**config.mk**
```make
export PLATFORM = sky130hd
export DESIGN_NAME = sadc_sequencer
export DESIGN_NICKNAME = d
export VERILOG_FILES = /design/src/logic/sadc_pkg.sv /design/src/logic/sadc_sequencer.sv
export SDC_FILE = /design/constraint.sdc
export NUM_CORES = 1
export LEC_CHECK = 0
export ABC_AREA = 1
export BUFFER_PORTS_ARGS = -buffer_cell sky130_fd_sc_hd__buf_2
export CAP_MARGIN = 20
export CORE_MARGIN = 2
export CORE_UTILIZATION = 40
export CTS_CLUSTER_DIAMETER = 30
export DETAILED_ROUTE_END_ITERATION = 8
export PLACE_DENSITY = 0.72
export SLEW_MARGIN = 10
export SYNTH_ARGS = -nofsm -noshare
export SYNTH_HDL_FRONTEND = slang
export SYNTH_SLANG_ARGS = --single-unit
```
**constraint.sdc**
```tcl
create_clock -name mclk_i -period 2.21 [get_ports mclk_i]
set_input_delay 0.1105 -clock mclk_i [delete_from_list [all_inputs] [get_ports mclk_i]]
set_output_delay 0.1105 -clock mclk_i [all_outputs]
set_load 0.01 [all_outputs]
```
**src/logic/sadc_pkg.sv**
```systemverilog
// constants, types and timing table of the sar converter sequencer
package sadc_pkg;

  // ***********************************************************
  // register map (byte addresses, one word each)
  // ***********************************************************
  localparam logic [7:0] ADDR_MODE = 8'h00;
  localparam logic [7:0] ADDR_CHAN = 8'h04;
  localparam logic [7:0] ADDR_RESULT = 8'h08;
  localparam logic [7:0] ADDR_UPPER = 8'h0c;
  localparam logic [7:0] ADDR_IRQ_STAT = 8'h10;
  localparam logic [7:0] ADDR_IRQ_CLR = 8'h14;
  localparam logic [7:0] ADDR_IRQ_EN = 8'h18;

  // ***********************************************************
  // field positions and reset values
  // ***********************************************************
  localparam int MODE_RUN_POS = 7;
  localparam int MODE_CODE_LSB = 3;
  localparam int MODE_AFE_POS = 0;
  localparam int IRQ_DONE_POS = 0;
  localparam logic [7:0] MODE_RESET = 8'h00;
  localparam logic [1:0] CHAN_RESET = 2'h0;
  localparam logic [9:0] RESULT_RESET = 10'h000;
  localparam logic [0:0] IRQ_RESET = 1'h0;
  localparam logic [9:0] SAR_MSB = 10'h200;
  localparam logic [3:0] SAR_MSB_IDX = 4'h9;
  localparam logic [7:0] BITS_PER_RESULT = 8'h0a;

  // ***********************************************************
  // timing counts in peripheral clocks
  // ***********************************************************
  localparam logic [7:0] START_WAIT = 8'h01;
  localparam logic [7:0] SAMP_C0 = 8'h0c;
  localparam logic [7:0] TOTAL_C0 = 8'h24;
  localparam logic [7:0] SAMP_C1 = 8'h18;
  localparam logic [7:0] TOTAL_C1 = 8'h30;
  localparam logic [7:0] SAMP_C2 = 8'h30;
  localparam logic [7:0] TOTAL_C2 = 8'h48;
  localparam logic [7:0] SAMP_C3 = 8'h58;
  localparam logic [7:0] TOTAL_C3 = 8'h70;
  localparam logic [7:0] SAMP_C4 = 8'h18;
  localparam logic [7:0] TOTAL_C4 = 8'h48;
  localparam logic [7:0] SAMP_C5 = 8'h30;
  localparam logic [7:0] TOTAL_C5 = 8'h60;
  localparam logic [7:0] SAMP_C6 = 8'h60;
  localparam logic [7:0] TOTAL_C6 = 8'h90;
  localparam logic [7:0] SAMP_C7 = 8'hb0;
  localparam logic [7:0] TOTAL_C7 = 8'he0;

  typedef struct packed {
    logic [7:0] samp;
    logic [7:0] conv;
    logic [7:0] step;
  } sadc_timing_s;

  typedef struct packed {
    logic sample;
    logic [1:0] chan;
    logic [9:0] dac;
    logic enable;
  } sadc_afe_s;

  typedef enum logic [1:0] {
    ST_IDLE = 2'b00,
    ST_WAIT = 2'b01,
    ST_SAMPLE = 2'b11,
    ST_CONV = 2'b10
  } sadc_state_e;

  function automatic sadc_timing_s sadc_mk(input logic [7:0] samp, input logic [7:0] total);
    sadc_timing_s t;
    t.samp = samp;
    t.conv = total - samp;
    t.step = t.conv / BITS_PER_RESULT;
    return t;
  endfunction

  function automatic sadc_timing_s sadc_timing(input logic [2:0] code);
    sadc_timing_s t;
    case (code)
      3'h0: t = sadc_mk(SAMP_C0, TOTAL_C0);
      3'h1: t = sadc_mk(SAMP_C1, TOTAL_C1);
      3'h2: t = sadc_mk(SAMP_C2, TOTAL_C2);
      3'h3: t = sadc_mk(SAMP_C3, TOTAL_C3);
      3'h4: t = sadc_mk(SAMP_C4, TOTAL_C4);
      3'h5: t = sadc_mk(SAMP_C5, TOTAL_C5);
      3'h6: t = sadc_mk(SAMP_C6, TOTAL_C6);
      default: t = sadc_mk(SAMP_C7, TOTAL_C7);
    endcase
    return t;
  endfunction

endpackage

```
**src/logic/sadc_sequencer.sv**
```systemverilog
// sar converter sequencer with apb registers and interrupt
// ***********************************************************
// Summary of operation
// - convert selected channel repeatedly while running
// - one done interrupt per finished conversion
// - sampling starts 2-3 clocks after run
// - timing code picks sample and total lengths
// - total period covers sampling plus comparison
// - all counts in peripheral clock cycles
// - four channels chosen by channel register
// - unselected pins stay ordinary port pins
// - sample at start, hold during comparison
// - decide bits from msb down to lsb
// - copy approximation into result after lsb
// - full result right aligned, upper zero
// - upper result holds top eight bits
// - reset clears mode register, conversion stopped
// ***********************************************************
`timescale 1ns/100ps

module sadc_sequencer (
  input wire logic mclk_i,
  input wire logic arst_n_i,
  input wire logic ce_i,
  input wire logic psel_i,
  input wire logic penable_i,
  input wire logic pwrite_i,
  input wire logic [7:0] paddr_i,
  input wire logic [31:0] pwdata_i,
  output logic [31:0] prdata_o,
  output logic pready_o,
  output logic pslverr_o,
  input wire logic cmp_i,
  output sadc_pkg::sadc_afe_s afe_o,
  output logic [3:0] pin_analog_o,
  output logic irq_o
);

  // ***********************************************************
  // registers
  // ***********************************************************
  logic [7:0] mode;
  logic [1:0] chan;
  logic [9:0] result;
  logic [7:0] upper;
  logic [0:0] irq_stat;
  logic [0:0] irq_en;
  logic wr_en;
  logic rd_setup;
  logic mapped;
  logic run;
  logic [2:0] code;
  logic lsb_done;

  assign wr_en = psel_i && penable_i && pwrite_i;
  assign rd_setup = psel_i && !penable_i;
  assign run = mode[sadc_pkg::MODE_RUN_POS];
  assign code = mode[sadc_pkg::MODE_CODE_LSB +: 3];
  assign pready_o = 1'b1;

  always_comb begin
    case (paddr_i)
      sadc_pkg::ADDR_MODE,
      sadc_pkg::ADDR_CHAN,
      sadc_pkg::ADDR_RESULT,
      sadc_pkg::ADDR_UPPER,
      sadc_pkg::ADDR_IRQ_STAT,
      sadc_pkg::ADDR_IRQ_CLR,
      sadc_pkg::ADDR_IRQ_EN: mapped = 1'b1;
      default: mapped = 1'b0;
    endcase
  end

  // reserved mode bits are dropped so they always read zero
  always_ff @(posedge mclk_i or negedge arst_n_i) begin
    if (!arst_n_i) begin
      mode <= sadc_pkg::MODE_RESET;
    end else if (ce_i && wr_en && paddr_i == sadc_pkg::ADDR_MODE) begin
      mode <= pwdata_i[7:0] & 8'hb9;
    end
  end

  always_ff @(posedge mclk_i or negedge arst_n_i) begin
    if (!arst_n_i) begin
      chan <= sadc_pkg::CHAN_RESET;
    end else if (ce_i && wr_en && paddr_i == sadc_pkg::ADDR_CHAN) begin
      chan <= pwdata_i[1:0];
    end
  end

  always_ff @(posedge mclk_i or negedge arst_n_i) begin
    if (!arst_n_i) begin
      irq_en <= sadc_pkg::IRQ_RESET;
    end else if (ce_i && wr_en && paddr_i == sadc_pkg::ADDR_IRQ_EN) begin
      irq_en <= pwdata_i[sadc_pkg::IRQ_DONE_POS +: 1];
    end
  end

  // set wins over a clear landing in the same cycle
  always_ff @(posedge mclk_i or negedge arst_n_i) begin
    if (!arst_n_i) begin
      irq_stat <= sadc_pkg::IRQ_RESET;
    end else if (ce_i) begin
      if (lsb_done) begin
        irq_stat <= 1'b1;
      end else if (wr_en && paddr_i == sadc_pkg::ADDR_IRQ_CLR
                   && pwdata_i[sadc_pkg::IRQ_DONE_POS]) begin
        irq_stat <= 1'b0;
      end
    end
  end

  always_ff @(posedge mclk_i or negedge arst_n_i) begin
    if (!arst_n_i) begin
      irq_o <= 1'b0;
    end else if (ce_i) begin
      irq_o <= |(irq_stat & irq_en);
    end
  end

  // read data captured in setup, so pready can stay high
  always_ff @(posedge mclk_i or negedge arst_n_i) begin
    if (!arst_n_i) begin
      prdata_o <= 32'h00000000;
      pslverr_o <= 1'b0;
    end else if (ce_i && rd_setup) begin
      pslverr_o <= !mapped;
      case (paddr_i)
        sadc_pkg::ADDR_MODE: prdata_o <= {24'h000000, mode};
        sadc_pkg::ADDR_CHAN: prdata_o <= {30'h00000000, chan};
        sadc_pkg::ADDR_RESULT: prdata_o <= {22'h000000, result};
        sadc_pkg::ADDR_UPPER: prdata_o <= {24'h000000, upper};
        sadc_pkg::ADDR_IRQ_STAT: prdata_o <= {31'h00000000, irq_stat};
        sadc_pkg::ADDR_IRQ_EN: prdata_o <= {31'h00000000, irq_en};
        default: prdata_o <= 32'h00000000;
      endcase
    end
  end

  // ***********************************************************
  // comparator capture
  // ***********************************************************
  // latched comparator runs on mclk: one stage only, two would miss 2-clock steps
  logic cmp_s;

  always_ff @(posedge mclk_i or negedge arst_n_i) begin
    if (!arst_n_i) begin
      cmp_s <= 1'b0;
    end else if (ce_i) begin
      cmp_s <= cmp_i;
    end
  end

  // ***********************************************************
  // sequencer
  // ***********************************************************
  sadc_pkg::sadc_state_e state;
  sadc_pkg::sadc_timing_s tim_sel;
  sadc_pkg::sadc_timing_s cur_tim;
  logic [7:0] cnt;
  logic [7:0] step_cnt;
  logic [7:0] window;
  logic [3:0] bit_idx;
  logic [9:0] sar;
  logic [9:0] next_sar;
  logic [1:0] chan_lat;
  logic in_window;
  logic decide;

  assign tim_sel = sadc_pkg::sadc_timing(code);
  assign window = 8'(cur_tim.step * sadc_pkg::BITS_PER_RESULT);
  assign in_window = cnt < window;
  // each decision reads the capture of the trial set one step earlier
  assign decide = state == sadc_pkg::ST_CONV && in_window && step_cnt == 8'h00;
  assign lsb_done = run && state == sadc_pkg::ST_CONV && cnt == 8'h00;

  always_comb begin
    next_sar = sar;
    if (!cmp_s) begin
      next_sar[bit_idx] = 1'b0;
    end
    if (bit_idx != 4'h0) begin
      next_sar[bit_idx - 4'h1] = 1'b1;
    end
  end

  // counts reload at each sampling start, so a code change hits the next conversion
  always_ff @(posedge mclk_i or negedge arst_n_i) begin
    if (!arst_n_i) begin
      state <= sadc_pkg::ST_IDLE;
      cnt <= 8'h00;
      step_cnt <= 8'h00;
      bit_idx <= 4'h0;
      sar <= 10'h000;
      cur_tim <= '0;
      chan_lat <= sadc_pkg::CHAN_RESET;
    end else if (ce_i) begin
      if (!run) begin
        state <= sadc_pkg::ST_IDLE;
      end else begin
        case (state)
          sadc_pkg::ST_IDLE: begin
            state <= sadc_pkg::ST_WAIT;
            cnt <= sadc_pkg::START_WAIT;
          end
          sadc_pkg::ST_WAIT: begin
            if (cnt == 8'h00) begin
              state <= sadc_pkg::ST_SAMPLE;
              cnt <= tim_sel.samp - 8'h01;
              cur_tim <= tim_sel;
              chan_lat <= chan;
            end else begin
              cnt <= cnt - 8'h01;
            end
          end
          sadc_pkg::ST_SAMPLE: begin
            if (cnt == 8'h00) begin
              state <= sadc_pkg::ST_CONV;
              cnt <= cur_tim.conv - 8'h01;
              step_cnt <= cur_tim.step - 8'h01;
              bit_idx <= sadc_pkg::SAR_MSB_IDX;
              sar <= sadc_pkg::SAR_MSB;
            end else begin
              cnt <= cnt - 8'h01;
            end
          end
          sadc_pkg::ST_CONV: begin
            if (decide) begin
              sar <= next_sar;
              step_cnt <= cur_tim.step - 8'h01;
              if (bit_idx != 4'h0) begin
                bit_idx <= bit_idx - 4'h1;
              end
            end else if (in_window) begin
              step_cnt <= step_cnt - 8'h01;
            end
            if (cnt == 8'h00) begin
              state <= sadc_pkg::ST_SAMPLE;
              cnt <= tim_sel.samp - 8'h01;
              cur_tim <= tim_sel;
              chan_lat <= chan;
            end else begin
              cnt <= cnt - 8'h01;
            end
          end
          default: state <= sadc_pkg::ST_IDLE;
        endcase
      end
    end
  end

  // result stays readable after a stop
  always_ff @(posedge mclk_i or negedge arst_n_i) begin
    if (!arst_n_i) begin
      result <= sadc_pkg::RESULT_RESET;
      upper <= 8'h00;
    end else if (ce_i && lsb_done) begin
      result <= next_sar;
      upper <= next_sar[9:2];
    end
  end

  // ***********************************************************
  // front end drive
  // ***********************************************************
  always_ff @(posedge mclk_i or negedge arst_n_i) begin
    if (!arst_n_i) begin
      pin_analog_o <= 4'h0;
    end else if (ce_i) begin
      pin_analog_o <= 4'h1 << chan;
    end
  end

  always_comb begin
    afe_o.sample = state == sadc_pkg::ST_SAMPLE;
    afe_o.chan = chan_lat;
    afe_o.dac = sar;
    afe_o.enable = mode[sadc_pkg::MODE_AFE_POS];
  end

  // ***********************************************************
  // checks
  // ***********************************************************
  logic [8:0] phase_len;

  always_ff @(posedge mclk_i or negedge arst_n_i) begin
    if (!arst_n_i) begin
      phase_len <= 9'h000;
    end else if (ce_i) begin
      // seeded in the first sampling cycle; counts up to the coming edge
      if (state == sadc_pkg::ST_SAMPLE && cnt == cur_tim.samp - 8'h01) begin
        phase_len <= 9'h002;
      end else if (state != sadc_pkg::ST_IDLE) begin
        phase_len <= phase_len + 9'h001;
      end
    end
  end

  start_delay_a: assert property (@(posedge mclk_i) disable iff (!arst_n_i || !ce_i)
    $rose(run) && state == sadc_pkg::ST_IDLE |-> ##[2:3] state == sadc_pkg::ST_SAMPLE)
    else $error("sampling did not start in time");

  sample_len_a: assert property (@(posedge mclk_i) disable iff (!arst_n_i || !ce_i)
    state == sadc_pkg::ST_SAMPLE ##1 state == sadc_pkg::ST_CONV
    |-> phase_len == {1'b0, cur_tim.samp} + 9'h001)
    else $error("sampling length wrong");

  total_len_a: assert property (@(posedge mclk_i) disable iff (!arst_n_i || !ce_i)
    lsb_done |-> phase_len == {1'b0, cur_tim.samp} + {1'b0, cur_tim.conv})
    else $error("total conversion length wrong");

  done_irq_a: assert property (@(posedge mclk_i) disable iff (!arst_n_i || !ce_i)
    lsb_done && irq_en[0] |-> ##1 irq_stat[0] ##1 irq_o)
    else $error("done did not raise interrupt");

  upper_match_a: assert property (@(posedge mclk_i) disable iff (!arst_n_i)
    upper == result[9:2])
    else $error("upper result out of step");

  hold_stable_a: assert property (@(posedge mclk_i) disable iff (!arst_n_i || !ce_i)
    state == sadc_pkg::ST_CONV |-> !afe_o.sample && $stable(afe_o.chan))
    else $error("sample held badly during comparison");

  msb_first_a: assert property (@(posedge mclk_i) disable iff (!arst_n_i || !ce_i)
    $rose(state == sadc_pkg::ST_CONV) |-> sar == sadc_pkg::SAR_MSB
    && bit_idx == sadc_pkg::SAR_MSB_IDX)
    else $error("approximation did not start at msb");

  stop_run_a: assert property (@(posedge mclk_i) disable iff (!arst_n_i || !ce_i)
    !run |-> ##1 state == sadc_pkg::ST_IDLE && !lsb_done)
    else $error("sequencer kept running after stop");

  result_copy_a: assert property (@(posedge mclk_i) disable iff (!arst_n_i || !ce_i)
    lsb_done |-> ##1 result == $past(next_sar))
    else $error("result not copied at lsb");

  pin_onehot_a: assert property (@(posedge mclk_i) disable iff (!arst_n_i)
    $onehot0(pin_analog_o))
    else $error("more than one analog pin claimed");

endmodule

```
* Word-level counts from Yosys, hierarchy flattened
Index checks and enable logic that the tools add are counted.
** Word-level totals
- Flip-flop bits (word level) :: 116
- Bits in latches :: 0
- Memory bits (writable) :: 0
- Bits in read-only memories :: 0
- Bits of input ports :: 47
- Output and inout port bits :: 53
- Logic and storage cells :: 122
- Memories :: 0
** Operators by class
- Add/subtract/negate cells :: 6
- Multipliers :: 1
- Divide/modulo/power cells :: 0
- $lt $le $gt $ge :: 5
- Equality and inequality tests :: 21
- Shifts and indexed selects :: 1
- Multiplexer cells :: 29
- Bitwise gates (word level) :: 4
- Reductions and logical operators :: 36
** Operators by type and width (count)
- $pmux 24 s7 :: 1
- $pmux 10 s6 :: 1
- $mux 10 :: 4
- $mux 8 :: 5
- $sub 8x1->8 const B :: 5
- $eq 8x5->1 const B :: 3
- $logic_not 8->1 :: 3
- $pmux 8 s3 :: 1
- $pmux 10 s2 :: 1
- $logic_and 1x1->1 :: 17
- $eq 8x4->1 const B :: 2
- $pmux 8 s2 :: 1
- $mux 4 :: 3
- $and 10x10->10 :: 1
- $lt 4x5->1 const B :: 2
- $not 10->10 :: 1
- $or 10x10->10 :: 1
- $reduce_and 5->1 :: 2
- $eq 3x3->1 const B :: 3
- $demux 1 s4 :: 2
- $eq 8x3->1 const B :: 1
- $ge 4x1->1 const B :: 2
- $lt 8x8->1 :: 1
- $mul 8x3->7 const B :: 1
- other kinds (26) :: 39

* Depth between registers and ports, before layout
- Depth in word-level cells :: 11
- Gate-level depth with buffers :: 12
- Gate-level depth less buffers :: 11

* Worst setup path before layout
No wires, ideal clock.
- Path kind :: register to register
- Start point :: register cur_tim[2] (netlist name)
- End point :: register sar[9]
- Library setup time :: 0.116 ns
- Data arrival time :: 1.539 ns
- Required time :: 2.094 ns
- Slack :: 0.555 ns
- Stages on the path, launching flop included :: 12
- Path buffers :: 1
- Period minus slack after synthesis :: 1.655 ns
- Path through :: dfrtp_1 inv_1 ha_1 nand2_1 nand2_1 nor2_1 nand2_1 nand2_1 nand3_4 buf_6 nor2_2 nor2_2
** On the way
- Cells in the longest elaborated chain, start to end :: 6
** RTL lines
- start, declared :: RTL line sadc_sequencer.sv:159 : sadc_pkg::sadc_timing_s cur_tim;
- start signal, assigned :: RTL line sadc_sequencer.sv:210 : cur_tim <= tim_sel;
- start signal, assigned :: RTL line sadc_sequencer.sv:240 : cur_tim <= tim_sel;
- $mul 8x3->7 :: RTL line sadc_sequencer.sv:171 : assign window = 8'(cur_tim.step * sadc_pkg::BITS_PER_RESULT);
- $lt 8x8->1 :: RTL line sadc_sequencer.sv:172 : assign in_window = cnt < window;
- $logic_and 1x1->1 (2 in series) :: RTL line sadc_sequencer.sv:174 : assign decide = state == sadc_pkg::ST_CONV && in_window && step_cnt == 8'h00;
- $ne 2x2->1 (no source line)
- $reduce_and 5->1 (no source line)
- end signal, assigned :: RTL line sadc_sequencer.sv:222 : sar <= sadc_pkg::SAR_MSB;
- end signal, assigned :: RTL line sadc_sequencer.sv:229 : sar <= next_sar;
- end, declared :: RTL line sadc_sequencer.sv:164 : logic [9:0] sar;
No other way between the ends.
A chain may end at the register's enable or synchronous reset.

==> impl_metrics.ini <==
[status]
status = finished clean

[sta]
max_freq_mhz = 510
setup_viol = 0
worst_pin_slew_ns = 0.644
slew_viol_final = 0
maxSlewHeadroom_pct = 57.1
fin_crit_sh_pct = 88.7
fin_worst_skew_ns = 0.0136
holdWs_ns = 0.0257
min_period_ns = 1.96
rsz0062_at_grt = false
hold_viol = 0
tns_ns = 0
setup_slack_ns = 0.250

[synth]
synth_compound_area_share_pct = 8.60
synth_area_per_cell_sq_um = 7.43
synth_mux_area_share_pct = 0.251
synth_edf_count = 0
synthCells = 603
synth_warnings = 0
synth_top_family_by_area = simple AND/OR/NAND/NOR gates
yosysSeqAreaShare_pct = 40.7
synthXorXnorAreaFrac_pct = 1.17
synthAdderAreaFrac_pct = 5.30
yosys.area_share.simple_pct = 33.2
synth.distinct_cells = 38
synth_area_sq_um = 4480
yosys_most_used_dff = dfrtp_1
synthArstFlopShare_pct = 100
ys_ff_latch = 73

[worst_setup_path]
rrSetupSlack_ns = 0.25
rr_startpoint = cur_tim[11]$_DFFE_PN0P_
critPathMostFrequentCell = nand2_1
reg2reg_depth = 10
endpoint = sar[6]$_DFFE_PN0P_
end_kind = register
slowest_stage = dfrtp_1
path_buf_inv = 1
crit_chain = inv_1, ha_1, nand2_1, nand3_1, nand2_1, nand2_1, nand2_1, nand3_4, nand2_1, o21ai_2
cp_max_fo = 20
worstSetupStartpoint = cur_tim[11]$_DFFE_PN0P_
crit_cells = 10
required_ns = 2.44
timing.rr.end = sar[6]$_DFFE_PN0P_
crit_type = register to register
arrival_ns = 2.19
worst_setup_path_start_kind = register
cpPeakStageDelay_ns = 0.41
cp_top_family = simple AND/OR/NAND/NOR gates

[global_route]
grt_overflow_total = 0
antenna_found_initial = 0
first_global_vias = 3684
grt_pass1_wl_um = 16700
grt_usage_pct = 17.4
grt_start_max_net_pins = 49

[route]
postRouteAntennaNets = 0
viasPerCell = 4.89
drc = 0
vias = 3924
drt_iter0_markers = 275
wl_um = 9970
drtPass1Iterations = 4
drt-wirelength-per-cell_um = 12.4

[job]
drv_cap = 0

[cells_and_area]
num-fill-cells = 1108
n_antenna_cell = 0
mostFrequentLayoutCells = nand2_1 (223), dfrtp_1 (73), inv_1 (60)
drive_above_1_share_pct = 15.4
finalNonFillerCells = 803
area_growth_pct = 11.2
fin_nets = 724
mostFrequentLayoutCell = nand2_1

[placed_design]
dpl.hpwl_um = 7550
post-place-cells = 786
place_worst_setup_slack_ns = 0.261
io_buffers = 50
globalplace.congestion = 0.909

[power]
pwr-share-seq_pct = 35.6
leakagePower_nw = 2.70
combPwrFrac_pct = 46.4
swShare_pct = 45.6
p_switching_w = 0.00245
power.total_w = 0.00538
powerDensity_nw_per_um2 = 1080
clkPwrFrac_pct = 18.0
p_int_w = 0.00293
vdd_drop_max_mv = 0.421

[clocking]
clock_latency_ns = 0.35
root_buffer = clkbuf_8
path_clk_slew_ns = 0.08
tritoncts = done
post-cts-setup-buffers = 0
holdBufCountCts = 1
htree_num_levels = 3
numCtsBuffers = 9
cts_sinks = 73
cts_resized = 0
clockBufferDepth = 2

[die]
die_h_um = 110
start_util_pct = 41.2
die_w_um = 110
rows = 38
die_area_sq_um = 12100
coreArea_sq_um = 10900
io_pins = 100

[min_path]
min_path_type = input port to register
-- sequential cells by signal (all words and copies together) (netlist names) --
name,cells
prdata_o,10
pin_analog_o,4
pslverr_o,1
bit_idx,4
cnt,8
chan,2
chan_lat,2
state,2
cur_tim,3
irq_en,1
result,10
irq_o,1
mode,5
cmp_s,1
sar,10
irq_stat,1
step_cnt,8
-- metal layers --
metal / track usage, % / part of all wire [%] / vias up
met2: 27.8 / 46 / 112
met1: 23.2 / 47 / 1814
li1: - / - / 1984
met5: 0 / 0 / -
met4: 6.87 / 1.2 / 0
met3: 3.50 / 5.5 / 14
-- power by group through the flow --
stage | clock [W] | sequential (W) | combinational, W
final | 0.000967 | 0.00192 | 0.00250
after floorplan | 0 | 0.00191 | 0.00190
after CTS | 0.000998 | 0.00191 | 0.00250
after global placement | 0 | 0.00192 | 0.00241
after global routing | 0.00106 | 0.00196 | 0.00288
after detailed placement | 0 | 0.00194 | 0.00248
-- stage by stage --
| step | utilization [%] | instance area (sq um) |
|---|---|---|
| after floorplan | - | 4560 |
| after global placement | 44.0 | 4790 |
| after detailed placement | 44.0 | 4790 |
| after CTS | 45.8 | 4980 |
| after global routing | 45.8 | 4980 |
| final | 45.8 | 4980 |
-- how the worst min path moves through the flow --
stage	startpoint	to	cells past startpoint
2_1_floorplan	arst_n_i	bit_idx[0]$_DFFE_PN0P_	0
3_3_place_gp	arst_n_i	sar[5]$_DFFE_PN0P_	1
3_5_place_dp	arst_n_i	sar[5]$_DFFE_PN0P_	1
4_1_cts	cmp_i	cmp_s$_DFFE_PN0P_	3
5_1_grt	pwdata_i[1]	chan[1]$_DFFE_PN0P_	3
6_report	cmp_i	cmp_s$_DFFE_PN0P_	3
-- Yosys cell counts, types with 2 or more instances --
master,n,area (sq um)
nand3b_1,3,22.5
ha_1,19,238
nor3_1,3,15.0
nor2_2,4,25.0
buf_6,3,33.8
clkbuf_1,3,11.3
conb_1,2,7.51
a21oi_1,8,40.0
nor2_4,4,45.0
nand4_1,11,68.8
nand3_1,41,205
buf_4,24,180
inv_1,60,225
buf_2,2,10.0
o31ai_1,4,30.0
dfrtp_1,73,1830
inv_2,3,11.3
xnor2_1,2,17.5
nand2_4,3,33.8
o21ai_2,8,70.1
nand2_2,3,18.8
o21ai_0,35,175
or2_2,3,18.8
nor2_1,40,150
nand2_1,223,837
o22ai_1,4,25.0
xor2_1,4,35.0
-- worst register-to-register path, cell delays in order, from the launching register on --
cell     delay [ns]
dfrtp_1        0.41
inv_1          0.12
ha_1           0.30
nand2_1        0.07
nand3_1        0.07
nand2_1        0.06
nand2_1        0.06
nand2_1        0.21
nand3_4        0.31
nand2_1        0.17
o21ai_2        0.07
-- cells by family after synthesis --
group,count (synthesis)
xor gates and xnor gates,6
and+or+nand+nor,342
muxes,1
other,2
AOI/OAI and AO/OA,65
buffers and inverters,95
adders and majority gates,19
DFF,73
-- cell type report --
class | count | area [sq um] | share of cell area (%)
multi-input cells | 456 | 2260 | 45.4
flip-flops and latches | 73 | 1830 | 36.6
repair buffers | 55 | 303 | 6.07
inverters | 63 | 236 | 4.74
well taps | 140 | 175 | 3.51
clock buffers | 10 | 138 | 2.76
clock inverters | 6 | 42.5 | 0.853
Note: power is estimated with default switching activity, not from simulation.
